[src/dps_pkg.sv]
// ============================================================
// Shared constants of the quad digipot serial control block
package dps_pkg;

  // ============================================================
  // Array geometry
  localparam int NUM_POTS      = 4;
  localparam int SLOTS_PER_POT = 4;
  localparam int TAP_W         = 8;
  localparam int NUM_TAPS      = 256;   // Both array ends are taps
  localparam int NUM_ELEMENTS  = 255;   // Series resistors between taps
  localparam int STORE_IDX_W   = 4;     // {pot, slot}

  // ============================================================
  // Values after reset and limits
  localparam logic [7:0] STORED_ERASED = 8'h00;  // Content before first write
  localparam logic [7:0] WIPER_MIN     = 8'h00;  // Low end terminal tap
  localparam logic [7:0] WIPER_MAX     = 8'hFF;  // High end terminal tap
  localparam logic [1:0] BOOT_SLOT     = 2'h0;
  localparam logic [3:0] BIT_ACK       = 4'h8;   // Ninth clock of a byte

  // ============================================================
  // Frame layout: address byte {DEV_TYPE, straps, r/w}
  localparam logic [2:0] DEV_TYPE      = 3'h2;
  localparam int         ADDR_TYPE_LSB = 5;
  localparam int         ADDR_STRAP_LSB = 1;
  // Instruction byte {opcode[7:4], pot[3:2], slot[1:0]}
  localparam int         OP_LSB        = 4;

  // ============================================================
  // Instruction opcodes
  localparam logic [3:0] OP_RD_WIPER   = 4'h9;
  localparam logic [3:0] OP_WR_WIPER   = 4'hA;
  localparam logic [3:0] OP_RD_STORED  = 4'hB;
  localparam logic [3:0] OP_WR_STORED  = 4'hC;
  localparam logic [3:0] OP_RECALL     = 4'hD;  // Stored slot to wiper
  localparam logic [3:0] OP_SAVE       = 4'hE;  // Wiper to stored slot
  localparam logic [3:0] OP_STEP       = 4'h2;  // Increment/decrement mode

  // ============================================================
  // Serial engine states
  typedef enum logic [8:0] {
    ST_BOOT  = 9'h001,
    ST_IDLE  = 9'h002,
    ST_ADDR  = 9'h004,
    ST_INSTR = 9'h008,
    ST_WRITE = 9'h010,
    ST_READ  = 9'h020,
    ST_STEP  = 9'h040,
    ST_SKIP  = 9'h080,
    ST_WAIT  = 9'h100
  } dps_state_t;

endpackage : dps_pkg

[src/dps_sync.sv]
`timescale 1ns/1ps
// ============================================================
// Two-flop synchroniser for pins from outside the clock domain
module dps_sync #(
  parameter int WIDTH = 1
) (
  input  wire logic             sys_clk,
  input  wire logic             rstn,
  input  wire logic [WIDTH-1:0] async_in,
  output logic      [WIDTH-1:0] sync_out
);
  logic [WIDTH-1:0] meta_reg;
  logic [WIDTH-1:0] sync_reg;

  // ============================================================
  // Elaboration check
  if (WIDTH < 1) begin : g_bad_width
    $error("dps_sync needs WIDTH of at least one");
  end

  // First stage feeds only the second stage
  always_ff @(posedge sys_clk) begin
    if (!rstn) begin
      meta_reg <= '1;
      sync_reg <= '1;
    end else begin
      meta_reg <= async_in;
      sync_reg <= meta_reg;
    end
  end

  assign sync_out = sync_reg;
endmodule : dps_sync

[src/dps_ctrl.sv]
`timescale 1ns/1ps
// Behaviour
// - Each of four pots has its own 8-bit wiper position register
// - Exactly one of 256 taps is selected per pot, by that register
// - 255 series elements; value zero is low end, maximum is high end
// - Four 8-bit retained stored settings per pot, sixteen in all
// - After power-up each wiper loads its first stored setting automatically
// - Write guard low blocks stored writes; wiper writes still succeed
// - Write guard high or floating allows every read and write
// - Only respond when the address matches the four strap inputs
// - Serial data is open drain: pull low or release only
// - Master supplies serial clock; all shifting follows that clock only
// - Wiper and stored registers are readable and writable over the bus
// - Instructions copy wiper to any own slot and any own slot to wiper
// - Step mode moves the selected wiper one tap per bit
module dps_ctrl (
  input  wire logic                                         sys_clk,
  input  wire logic                                         rstn,
  input  wire logic                                         scl,
  input  wire logic                                         sda_in,
  output logic                                              sda_out,
  output logic                                              sda_oe,
  input  wire logic                                         write_guard_n,
  input  wire logic                                         addr_strap_bit0,
  input  wire logic                                         addr_strap_bit1,
  input  wire logic                                         addr_strap_bit2,
  input  wire logic                                         addr_strap_bit3,
  output logic [dps_pkg::NUM_POTS-1:0][dps_pkg::TAP_W-1:0]  wiper_position,
  output logic [dps_pkg::NUM_POTS-1:0][dps_pkg::NUM_TAPS-1:0] tap_sel
);
  import dps_pkg::*;

  // ============================================================
  // Pin synchronisation
  logic [6:0] pins_s;
  logic       scl_s;
  logic       sda_s;
  logic       guard_s;
  logic [3:0] strap_s;

  dps_sync #(.WIDTH(7)) u_sync (
    .sys_clk  (sys_clk),
    .rstn     (rstn),
    .async_in ({write_guard_n, addr_strap_bit3, addr_strap_bit2,
                addr_strap_bit1, addr_strap_bit0, sda_in, scl}),
    .sync_out (pins_s)
  );

  assign scl_s   = pins_s[0];
  assign sda_s   = pins_s[1];
  assign strap_s = pins_s[5:2];
  assign guard_s = pins_s[6];

  // ============================================================
  // State
  dps_state_t                      state_reg,  state_next;
  logic [3:0]                      cnt_reg,    cnt_next;
  logic                            acked_reg,  acked_next;
  logic [7:0]                      shift_reg,  shift_next;
  logic [7:0]                      out_reg,    out_next;
  logic [3:0]                      op_reg,     op_next;
  logic [STORE_IDX_W-1:0]          idx_reg,    idx_next;
  logic                            oe_reg,     oe_next;
  logic                            scl_d_reg;
  logic                            sda_d_reg;
  logic [NUM_POTS-1:0][TAP_W-1:0]  wiper_reg,  wiper_next;
  // Retained across rstn; only power sets the erased value
  logic [15:0][7:0]                stored_reg = {16{STORED_ERASED}};
  logic                            st_we;
  logic [STORE_IDX_W-1:0]          st_idx;
  logic [7:0]                      st_wdata;
  logic                            scl_rise;
  logic                            scl_fall;
  logic                            start_cond;
  logic                            stop_cond;
  logic                            nv_ok;

  // Saturating one-tap move; never wraps past an end
  function automatic logic [7:0] dps_step(input logic [7:0] v, input logic up);
    logic [7:0] r;
    r = v;
    if (up && v != WIPER_MAX) begin
      r = v + 8'h01;
    end else if (!up && v != WIPER_MIN) begin
      r = v - 8'h01;
    end
    return r;
  endfunction : dps_step

  // Bus edges seen from synchronised levels only
  assign scl_rise   = scl_s & ~scl_d_reg;
  assign scl_fall   = ~scl_s & scl_d_reg;
  assign start_cond = scl_s & scl_d_reg & sda_d_reg & ~sda_s;
  assign stop_cond  = scl_s & scl_d_reg & ~sda_d_reg & sda_s;
  // Floating guard pin is expected to be pulled high on the board
  assign nv_ok      = guard_s;

  // ============================================================
  // Serial engine next state
  always_comb begin
    state_next = state_reg;
    cnt_next   = cnt_reg;
    acked_next = acked_reg;
    shift_next = shift_reg;
    out_next   = out_reg;
    op_next    = op_reg;
    idx_next   = idx_reg;
    oe_next    = oe_reg;
    wiper_next = wiper_reg;
    st_we      = 1'b0;
    st_idx     = idx_reg;
    st_wdata   = wiper_reg[idx_reg[3:2]];
    if (state_reg == ST_BOOT) begin
      // One cycle after reset release, recall slot zero of each pot
      for (int i = 0; i < NUM_POTS; i++) begin
        wiper_next[i] = stored_reg[{2'(i), BOOT_SLOT}];
      end
      state_next = ST_IDLE;
    end else if (start_cond) begin
      state_next = ST_ADDR;
      cnt_next   = 4'h0;
      acked_next = 1'b0;
      oe_next    = 1'b0;
    end else if (stop_cond) begin
      state_next = ST_IDLE;
      oe_next    = 1'b0;
    end else if (state_reg == ST_IDLE || state_reg == ST_SKIP) begin
      oe_next    = 1'b0;
    end else if (scl_rise) begin
      // Ack clock of the step instruction is no step bit: our own ack
      // still holds the line low and would read as a step down
      if (state_reg == ST_STEP && cnt_reg != BIT_ACK) begin
        // Data bit high steps up, low steps down
        wiper_next[idx_reg[3:2]] = dps_step(wiper_reg[idx_reg[3:2]], sda_s);
      end else if (cnt_reg == BIT_ACK) begin
        cnt_next   = 4'h0;
        acked_next = 1'b0;
      end else begin
        shift_next = {shift_reg[6:0], sda_s};
        cnt_next   = cnt_reg + 4'h1;
      end
    end else if (scl_fall) begin
      if (state_reg == ST_STEP) begin
        oe_next = 1'b0;
      end else if (cnt_reg == BIT_ACK && !acked_reg) begin
        // Byte complete: act on it and pull low to acknowledge
        acked_next = 1'b1;
        oe_next    = 1'b1;
        case (state_reg)
          ST_ADDR: begin
            if (shift_reg[7:ADDR_TYPE_LSB] == DEV_TYPE &&
                shift_reg[ADDR_STRAP_LSB+:4] == strap_s) begin
              state_next = ST_INSTR;
            end else begin
              state_next = ST_SKIP;
              oe_next    = 1'b0;
            end
          end
          ST_INSTR: begin
            op_next  = shift_reg[7:OP_LSB];
            idx_next = shift_reg[3:0];
            st_idx   = shift_reg[3:0];
            st_wdata = wiper_reg[shift_reg[3:2]];
            case (shift_reg[7:OP_LSB])
              OP_RD_WIPER: begin
                out_next   = wiper_reg[shift_reg[3:2]];
                state_next = ST_READ;
              end
              OP_RD_STORED: begin
                out_next   = stored_reg[shift_reg[3:0]];
                state_next = ST_READ;
              end
              OP_WR_WIPER, OP_WR_STORED: begin
                state_next = ST_WRITE;
              end
              OP_RECALL: begin
                wiper_next[shift_reg[3:2]] = stored_reg[shift_reg[3:0]];
                state_next = ST_WAIT;
              end
              OP_SAVE: begin
                st_we      = nv_ok;
                state_next = ST_WAIT;
              end
              OP_STEP: begin
                state_next = ST_STEP;
              end
              default: begin
                oe_next    = 1'b0;                                 // Unknown op is not acked
                state_next = ST_WAIT;
              end
            endcase
          end
          ST_WRITE: begin
            if (op_reg == OP_WR_WIPER) begin
              wiper_next[idx_reg[3:2]] = shift_reg;
            end else begin
              st_wdata = shift_reg;
              st_we    = nv_ok;
            end
            state_next = ST_WAIT;
          end
          default: begin
            // Read byte: the master answers, we release
            oe_next    = 1'b0;
            state_next = ST_WAIT;
          end
        endcase
      end else if (cnt_reg != BIT_ACK) begin
        // Data bits change only while the clock is low
        oe_next = (state_reg == ST_READ) ? ~out_reg[3'(4'h7 - cnt_reg)] : 1'b0;
      end
    end
  end

  // ============================================================
  // Serial engine registers
  always_ff @(posedge sys_clk) begin
    if (!rstn) begin
      state_reg <= ST_BOOT;
      cnt_reg   <= 4'h0;
      acked_reg <= 1'b0;
      shift_reg <= 8'h00;
      out_reg   <= 8'h00;
      op_reg    <= 4'h0;
      idx_reg   <= 4'h0;
      oe_reg    <= 1'b0;
      scl_d_reg <= 1'b1;
      sda_d_reg <= 1'b1;
      wiper_reg <= '0;
    end else begin
      state_reg <= state_next;
      cnt_reg   <= cnt_next;
      acked_reg <= acked_next;
      shift_reg <= shift_next;
      out_reg   <= out_next;
      op_reg    <= op_next;
      idx_reg   <= idx_next;
      oe_reg    <= oe_next;
      scl_d_reg <= scl_s;
      sda_d_reg <= sda_s;
      wiper_reg <= wiper_next;
    end
  end

  // Stored settings; no reset so values survive rstn
  always_ff @(posedge sys_clk) begin
    if (st_we) begin
      stored_reg[st_idx] <= st_wdata;
    end
  end

  // ============================================================
  // Tap decode: one select per pot, tap 0 is the low end terminal
  always_comb begin
    tap_sel = '0;
    for (int i = 0; i < NUM_POTS; i++) begin
      tap_sel[i][wiper_reg[i]] = 1'b1;
    end
  end

  assign wiper_position = wiper_reg;
  assign sda_out        = 1'b0;
  assign sda_oe         = oe_reg;
endmodule : dps_ctrl

[config.mk]
export PLATFORM = sky130hd
export DESIGN_NAME = dps_ctrl
export DESIGN_NICKNAME = d
export VERILOG_FILES = /design/src/dps_pkg.sv /design/src/dps_sync.sv /design/src/dps_ctrl.sv
export SDC_FILE = /design/constraint.sdc
export NUM_CORES = 1
export LEC_CHECK = 0
export BUFFER_PORTS_ARGS = -buffer_cell sky130_fd_sc_hd__buf_2
export CAP_MARGIN = 25
export CORE_AREA = 4 4 414 416
export DETAILED_ROUTE_END_ITERATION = 10
export DIE_AREA = 0 0 418 420
export GPL_ROUTABILITY_DRIVEN = 0
export GPL_TIMING_DRIVEN = 0
export SYNTH_ARGS = -nofsm -noshare
export SYNTH_HDL_FRONTEND = slang
export SYNTH_HIERARCHICAL = 1
export SYNTH_SLANG_ARGS = --single-unit
[constraint.sdc]
create_clock -name sys_clk -period 2.9 [get_ports sys_clk]
set_clock_uncertainty 0.1 [all_clocks]
set_input_delay 0.29 -clock sys_clk [delete_from_list [all_inputs] [get_ports sys_clk]]
set_output_delay 0.29 -clock sys_clk [all_outputs]
set_load 0.02 [all_outputs]
==> metrics.txt, run 1 <==
status=finished, violations left; failing checks=negative setup slack; P&R area growth vs syn=82.6%; Setup crit start kind=flop; Detailed Place HPWL=116,000 um; die height=420 um; Internal=0.00639 W; critical path class=flop to flop; average size of a mapped cell=7.08 um2; setup violators final=10; initial antenna violation count=9; Worst Hold Class=primary input to flop; row count=150; post-route ant nets=0; cell mode on critical path=buf_6; Syn Inst Count=around 2.2k; critical path peak fanout=5; Max VDD drop=0.000289 V; dpl cell area=~25,000 um2; TritonRoute pass-1 iters=10; Yosys cell types=67; Combinational Power Share=42.3%; max reg flops=128; io pins=1,067; TritonCTS clock tree=yes; H-tree level count=1; vias per cell=4.22; P per Cell Area=385 nW/um2; Slew @ Worst Pin=0.971 ns; post-synthesis async set-or-reset flop share=0%; vias in the first global route=around 21k; Clock Latency Late Sink=0.53 ns; sequential share of the synthesized area=between 30% and 40%; die width=between 400 and 500 um; die area=176,000 um2; Avg WL per Cell=24.9 um; pin count of the biggest net entering global routing=17; CP cell instances=buf_6 -> mux4_2 -> buf_6 -> ha_4 -> nand2_4 -> or4_1 -> o41a_1 -> nand3_4 -> a222oi_1 -> a211oi_2; Tot GR Track Use=14.6%; WP data arrival=3.27 ns; Vias=23.9k; fin crit share=104%; sequential power share=31.4%; Fin. Hold Viols=0; Final Cell Area=28,800 um2; layout cell share with drive strength beyond 1=50.6%; Inst Count DP=around 5.5k; Switching Share=42.4%; power share of the clock group=a little over a quarter; CTS root buffer=clkbuf_16; Reg area=5610 um2; core area=167,000 um2; DRC Markers=0; static leakage=12.6 nW; clock slew at reported path FFs=0.07 ns; WL final=roughly 140,000 um; detailed router's first-iteration violation count=3,088; Highest Clock Rate=333 MHz; Filler cells=18.8k; Remaining Overflow, GRT=0; Max clock buf depth=3; pre-CTS WS=-1.26 ns; Layout Cells excl Fill=5,679; first-pass GRT wire length=approximately 180,000 um; CP bufs+invs=2; Synth Warn #=6; Net Switching=0.00470 W; total CTS buffers=23; post-synthesis cell area=15,800 um2; Util after Layout=between 10% and 20%; maxcap violations=0; fin nets=between 3k and 4k; Rel. slew slack=34.8%; final worst setup slack=-0.103 ns; CP max-delay cell=a222oi_1; Net Count, Synth=2,243; minimum clock period=3.00 ns; crit end category=flop; RSZ-0062 raised after global routing=true; PortBufs=around 1.1k; initial core utilization=about a tenth; Yosys reg bits=approximately 220; max-slew violations=0; CP required=3.17 ns; Max stage delay on crit path=0.64 ns; Main synth FF type=edfxtp_1; multi-input logic area=11,100 um2; final hold slack=roughly 0.027 ns; clock sink count=215; EDFF count, synth=128; cell family with the largest share of critical-path delay=compound AO/OA/AOI/OAI gates
==> stage by stage <==
step	total power, W	TNS [ns]
final	0.0111	-0.439
after detailed placement	0.00715	-426.30
after CTS	0.0107	-9.10
after global routing	0.0114	-1.80
after floorplan	0.00513	-1.03
after global placement	0.00690	-711.23
==> cell type report <==
cell class | count | share of cell area, %
Antenna cell | 9 | 0.0782
Buffer | 200 | 4.69
Clock buffer | 34 | 2.36
Clock inverter | 8 | 0.230
Inverter | 14 | 0.191
Multi-Input combinational cell | 1782 | 38.4
Sequential cell | 215 | 19.5
Tap cell | 2204 | 9.58
Timing Repair Buffer | 1213 | 25.0
==> repair_timing <==
item / 4_1_cts / 5_1_grt
gates resized for setup: 482 / 254
endpoints found under the hold margin: 7 / 0
setup buffers: 69 / 22
setup endpoints to repair: 1326 / 829
hold buffers: 7 / 0
pin swaps: 42 / 37
==> layout by cell type (no fill, tap or decap), types with 21 or more instances in the layout <==
cell type and n:
mux4_2 58, nor2_4 27, dfxtp_1 76, nand2_1 55
clkbuf_2 57, nand2_2 48, nand3_4 24, nor2_1 1101
nand3_2 26, o21ai_0 28, buf_6 31, a22oi_1 26
mux2i_1 34, clkbuf_4 38, buf_2 1083, clkbuf_16 29
a21oi_1 21, edfxtp_1 128, nor2b_4 30, buf_8 30
clkbuf_1 51, buf_4 77
==> metal layers <==
layer	global-route usage (%)	share of wire, %
met5	0.111	0.0092
met4	5.42	4.6
met3	4.27	11
met2	23.9	47
met1	18.0	38
==> power groups by stage <==
stage	Clock, W	Sequential [W]	Combinational, W
6_report	0.00292	0.00348	0.00469
5_1_grt	0.00309	0.00349	0.00485
4_1_cts	0.00295	0.00347	0.00424
3_5_place_dp	0	0.00350	0.00365
3_3_place_gp	0	0.00351	0.00339
2_1_floorplan	0	0.00357	0.00157
==> cell families (layout without fill, tap and decap cells) <==
family | count (synthesis) | after routing | synth area share, %
AOI/OAI and AO/OA | 190 | 190 | 8.59
xor gates and xnor gates | 8 | 8 | 0.444
adders and majority gates | 8 | 8 | 0.635
buffers and inverters | 229 | 1469 | 5.71
DFF | 215 | 215 | 35.4
muxes | 97 | 97 | 10.8
other | 1 | 10 | 0.0238
and+or+nand+nor | 1478 | 1478 | 38.4
==> worst paths after layout <==
path                             end  slack (ns)  cells after the start          startpoint
setup / recovery  wiper_position[25]       -0.10                     10  wiper_position[17]
hold / removal             sda_d_reg        0.03                      2                rstn
setup reg to reg  wiper_position[25]       -0.10                     10  wiper_position[17]
hold reg to reg   u_sync/sync_out[4]        0.31                      1  u_sync/meta_reg[4]
==> cell usage after synthesis (all sizes together), types with 2 or more instances <==
cell | instances | area, um2
nor2 | 1146 | 4300
clkbuf | 191 | 717
edfxtp | 128 | 3840
nand2 | 122 | 458
dfxtp | 87 | 1740
nand3 | 68 | 345
mux4 | 58 | 1310
nor2b | 43 | 269
o21ai | 38 | 190
mux2i | 36 | 360
a22oi | 27 | 203
buf | 24 | 131
nor3 | 24 | 140
nand2b | 23 | 156
a21oi | 22 | 110
a211oi | 18 | 135
a31oi | 18 | 113
nand4 | 15 | 93.8
a222oi | 14 | 140
inv | 14 | 52.6
a221oi | 10 | 87.6
ha | 8 | 100
a22o | 7 | 61.3
xnor2 | 7 | 61.3
and2 | 6 | 37.5
a31o | 5 | 43.8
nor3b | 5 | 37.5
a41oi | 4 | 35.0
and3 | 4 | 25.0
and4 | 4 | 35.0
o22ai | 4 | 25.0
o31ai | 4 | 35.0
a21o | 3 | 22.5
mux2 | 3 | 33.8
nand3b | 3 | 22.5
nand4b | 3 | 26.3
nor4b | 3 | 26.3
o221a | 3 | 33.8
or4 | 3 | 26.3
a311oi | 2 | 17.5
o311a | 2 | 20.0
or2 | 2 | 12.5
Note: power is estimated with default switching activity, not from simulation.
==> run 2: changes to the inputs <==
--- a/config.mk
+++ b/config.mk
@@ -5,13 +5,15 @@
 export SDC_FILE = /design/constraint.sdc
 export NUM_CORES = 1
 export LEC_CHECK = 0
+export ABC_AREA = 1
 export BUFFER_PORTS_ARGS = -buffer_cell sky130_fd_sc_hd__buf_2
 export CAP_MARGIN = 25
-export CORE_AREA = 4 4 414 416
+export CORE_AREA = 4 4 419 421
 export DETAILED_ROUTE_END_ITERATION = 10
-export DIE_AREA = 0 0 418 420
+export DIE_AREA = 0 0 423 425
 export GPL_ROUTABILITY_DRIVEN = 0
 export GPL_TIMING_DRIVEN = 0
+export HOLD_SLACK_MARGIN = 0.08
 export SYNTH_ARGS = -nofsm -noshare
 export SYNTH_HDL_FRONTEND = slang
 export SYNTH_HIERARCHICAL = 1
==> run 2 against run 1 <==
The flow still finishes with violations (negative setup slack); maximum frequency decreased by 1.6%; core utilization is 1.5 points lower; sequential cell count stayed put; hold slack better by 0.27 ns; clock power is 3% higher; combinational power fell by 4.7%; global-route usage increased by 0.24 points; power grew 2.0%; cell count is 9.1% higher; die area up 2.4%; via count increased by 5.7%; largest power group unchanged; highest routed layer unchanged.
==> metrics.txt, run 2 <==
critical path peak fanout=10; initial core utilization=9.42%; R2R cell count=9; static leakage=12.9 nW; final hold slack=slightly below 0.3 ns; RSZ-0062 raised after global routing=true; CTS root buffer=clkbuf_16; Vias=25.3k; Worst Hold Class=flop to flop; vias per cell=around 4.1; Reg-to-Reg End=out_reg[7]; Detailed Place HPWL=119,000 um; Synth Warn #=6; most common cell after layout, fill and taps aside=nor2_1; Avg WL per Cell=23.4 um; die height=around 430 um; fin crit share=105%; post-synthesis cell area=16,100 um2; failing checks=negative setup slack; top cell type's share of synthesized area=28.5%; Fin. Hold Viols=0; hold depth=2; Yosys reg bits=215; WP data arrival=3.36 ns; io pins=1,067; top-count cell post-synth=nor2_1; core area=171,000 um2; Rel. slew slack=between 40% and 50%; P per Cell Area=419 nW/um2; die width=approximately 420 um; H-tree level count=1; Critical Path Start=shift_reg[0]; CP cell instances=buf_2 -> inv_1 -> buf_2 -> clkbuf_1 -> o21ai_0 -> a21oi_1 -> nor4_1 -> o21ai_0 -> o21a_1; CP max-delay cell=nor4_1; row count=~150; clock slew at reported path FFs=0.06 ns; Remaining Overflow, GRT=0; Yosys cell types=43; reg2reg start=shift_reg[0]; synth top area cells=nor2_1 29%, edfxtp_1 24%, dfxtp_1 11%; leading area contributor after synthesis=nor2_1; EDFF count, synth=128; Max VDD drop=0.000361 V; status=finished, violations left; Highest Clock Rate=328 MHz; dpl cell area=around 25,000 um2; final worst setup slack=-0.152 ns; initial antenna violation count=6; Setup crit start kind=flop; die area=180,000 um2; Max stage delay on crit path=0.67 ns; WL final=145,000 um; first-pass GRT wire length=about 190,000 um; Max clock buf depth=3; PortBufs=1,065; max-slew violations=0; CP required=3.21 ns; layout cell share with drive strength beyond 1=39.8%; sequential share of the synthesized area=34.6%; post-route ant nets=0; Syn Inst Count=2,734; Inst Count DP=6,124; post-synthesis async set-or-reset flop share=0%; Post-synth top cells=1,228 x nor2_1, 381 x nand2_1, 217 x o21ai_0; Main synth FF type=edfxtp_1; detailed router's first-iteration violation count=3,485; TritonRoute pass-1 iters=7; pin count of the biggest net entering global routing=17; Setup crit end=out_reg[7]; maxcap violations=0; Tot GR Track Use=14.8%; setup violators final=3; vias in the first global route=23.4k; max reg flops=roughly 130; Net Count, Synth=2,751; cell family with the largest share of critical-path delay=compound AO/OA/AOI/OAI gates; fin nets=just under 4k; DRC Markers=0; crit end category=flop; Slew @ Worst Pin=0.776 ns; P&R area growth vs syn=67.0%; critical path class=flop to flop; CP bufs+invs=4; TritonCTS clock tree=yes; average size of a mapped cell=5.91 um2; clock sink count=215; cell depth of the worst setup path=9; most frequent cells in the layout=1,151 x nor2_1, 1,078 x buf_2, 285 x nand2_1, 206 x o21ai_0, 150 x inv_1; Clock Latency Late Sink=0.54 ns; total CTS buffers=25; Layout Cells excl Fill=~6.2k; Reg2Reg Setup Slack=-0.15 ns; minimum clock period=3.05 ns; Final Cell Area=27,000 um2
==> run 2: cell types whose count changed after synthesis, sizes merged, moves of 19 or more <==
cell	change
nand2	+272
o21ai	+183
inv	+158
a21oi	+95
nor2	+94
mux4	-58
nor2b	-43
mux2i	-35
clkbuf	-30
a22oi	-27
nand2b	-20
o22ai	+19
==> run 2: worst min path at each step <==
stage	from	to	slack (ns)
after global routing	u_sync/meta_reg[2]	u_sync/sync_out[2]	0.32
after floorplan	rstn	u_sync/meta_reg[4]	0.26
final	u_sync/meta_reg[2]	u_sync/sync_out[2]	0.30
after global placement	u_sync/meta_reg[5]	u_sync/sync_out[5]	0.30
after detailed placement	u_sync/meta_reg[2]	u_sync/sync_out[2]	0.29
after CTS	u_sync/meta_reg[2]	u_sync/sync_out[2]	0.30
==> run 2: cell type report <==
type | instances | area, um2
fillers | 19800 | 144000
multi-input cells | 2158 | 10100
repair buffers | 1104 | 5880
flip-flops and latches | 215 | 5670
well taps | 2310 | 2890
plain buffers | 183 | 956
clock buffers | 32 | 676
inverters | 175 | 673
clock inverters | 13 | 106
diodes | 4 | 10.0
==> run 2: worst reg2reg max path, stage by stage (launching register included) <==
cell	delay (ns)
dfxtp_1	0.31
buf_2	0.23
inv_1	0.11
buf_2	0.19
clkbuf_1	0.26
o21ai_0	0.44
a21oi_1	0.19
nor4_1	0.67
o21ai_0	0.23
o21a_1	0.22
==> run 2: cells by family after synthesis <==
| family | Yosys count | synth area share, % |
|---|---|---|
| and+or+nand+nor | 1757 | 43.0 |
| AOI/OAI and AO/OA | 384 | 12.5 |
| buffers and inverters | 361 | 8.80 |
| DFF | 215 | 34.6 |
| adders and majority gates | 8 | 0.620 |
| xor gates and xnor gates | 6 | 0.325 |
| muxes | 2 | 0.132 |
| other | 1 | 0.0232 |
==> run 2: repair_timing <==
item,CTS,global route
hold buffers,8,0
gates resized for setup,391,153
setup buffers,8,8
hold endpoints to repair,9,0
pin swaps,11,14
setup endpoints to repair,1221,607
==> run 2: metal layers <==
layer,share of wire [%],global-route usage [%],vias to the layer above,wire length (um)
met5,0.042,0,-,61
met4,6.3,7.39,4,9190
met3,14,7.47,402,21000
met2,43,23.1,2079,62900
met1,36,16.6,11900,51900
li1,-,-,10900,-
==> run 2: per-stage QoR <==
stage / util, % / setup slack, ns / setup TNS, ns / power (W)
6_report: 15.7 / -0.152 / -0.172 / 0.0113
3_3_place_gp: 14.2 / -1.85 / -352.19 / 0.00766
4_1_cts: 15.5 / -0.147 / -4.53 / 0.0111
3_5_place_dp: 14.4 / -0.616 / -128.92 / 0.00778
5_1_grt: 15.7 / -0.0154 / -0.111 / 0.0117
2_1_floorplan: - / 0.231 / 0 / 0.00554
==> run 2: power breakdown <==
group	leakage (nW)	internal, W	switching [W]
Sequential	1.90	0.00344	0.000381
Clock	0.374	0.00174	0.00127
Combinational	10.6	0.000896	0.00358
Total	12.9	0.00608	0.00523
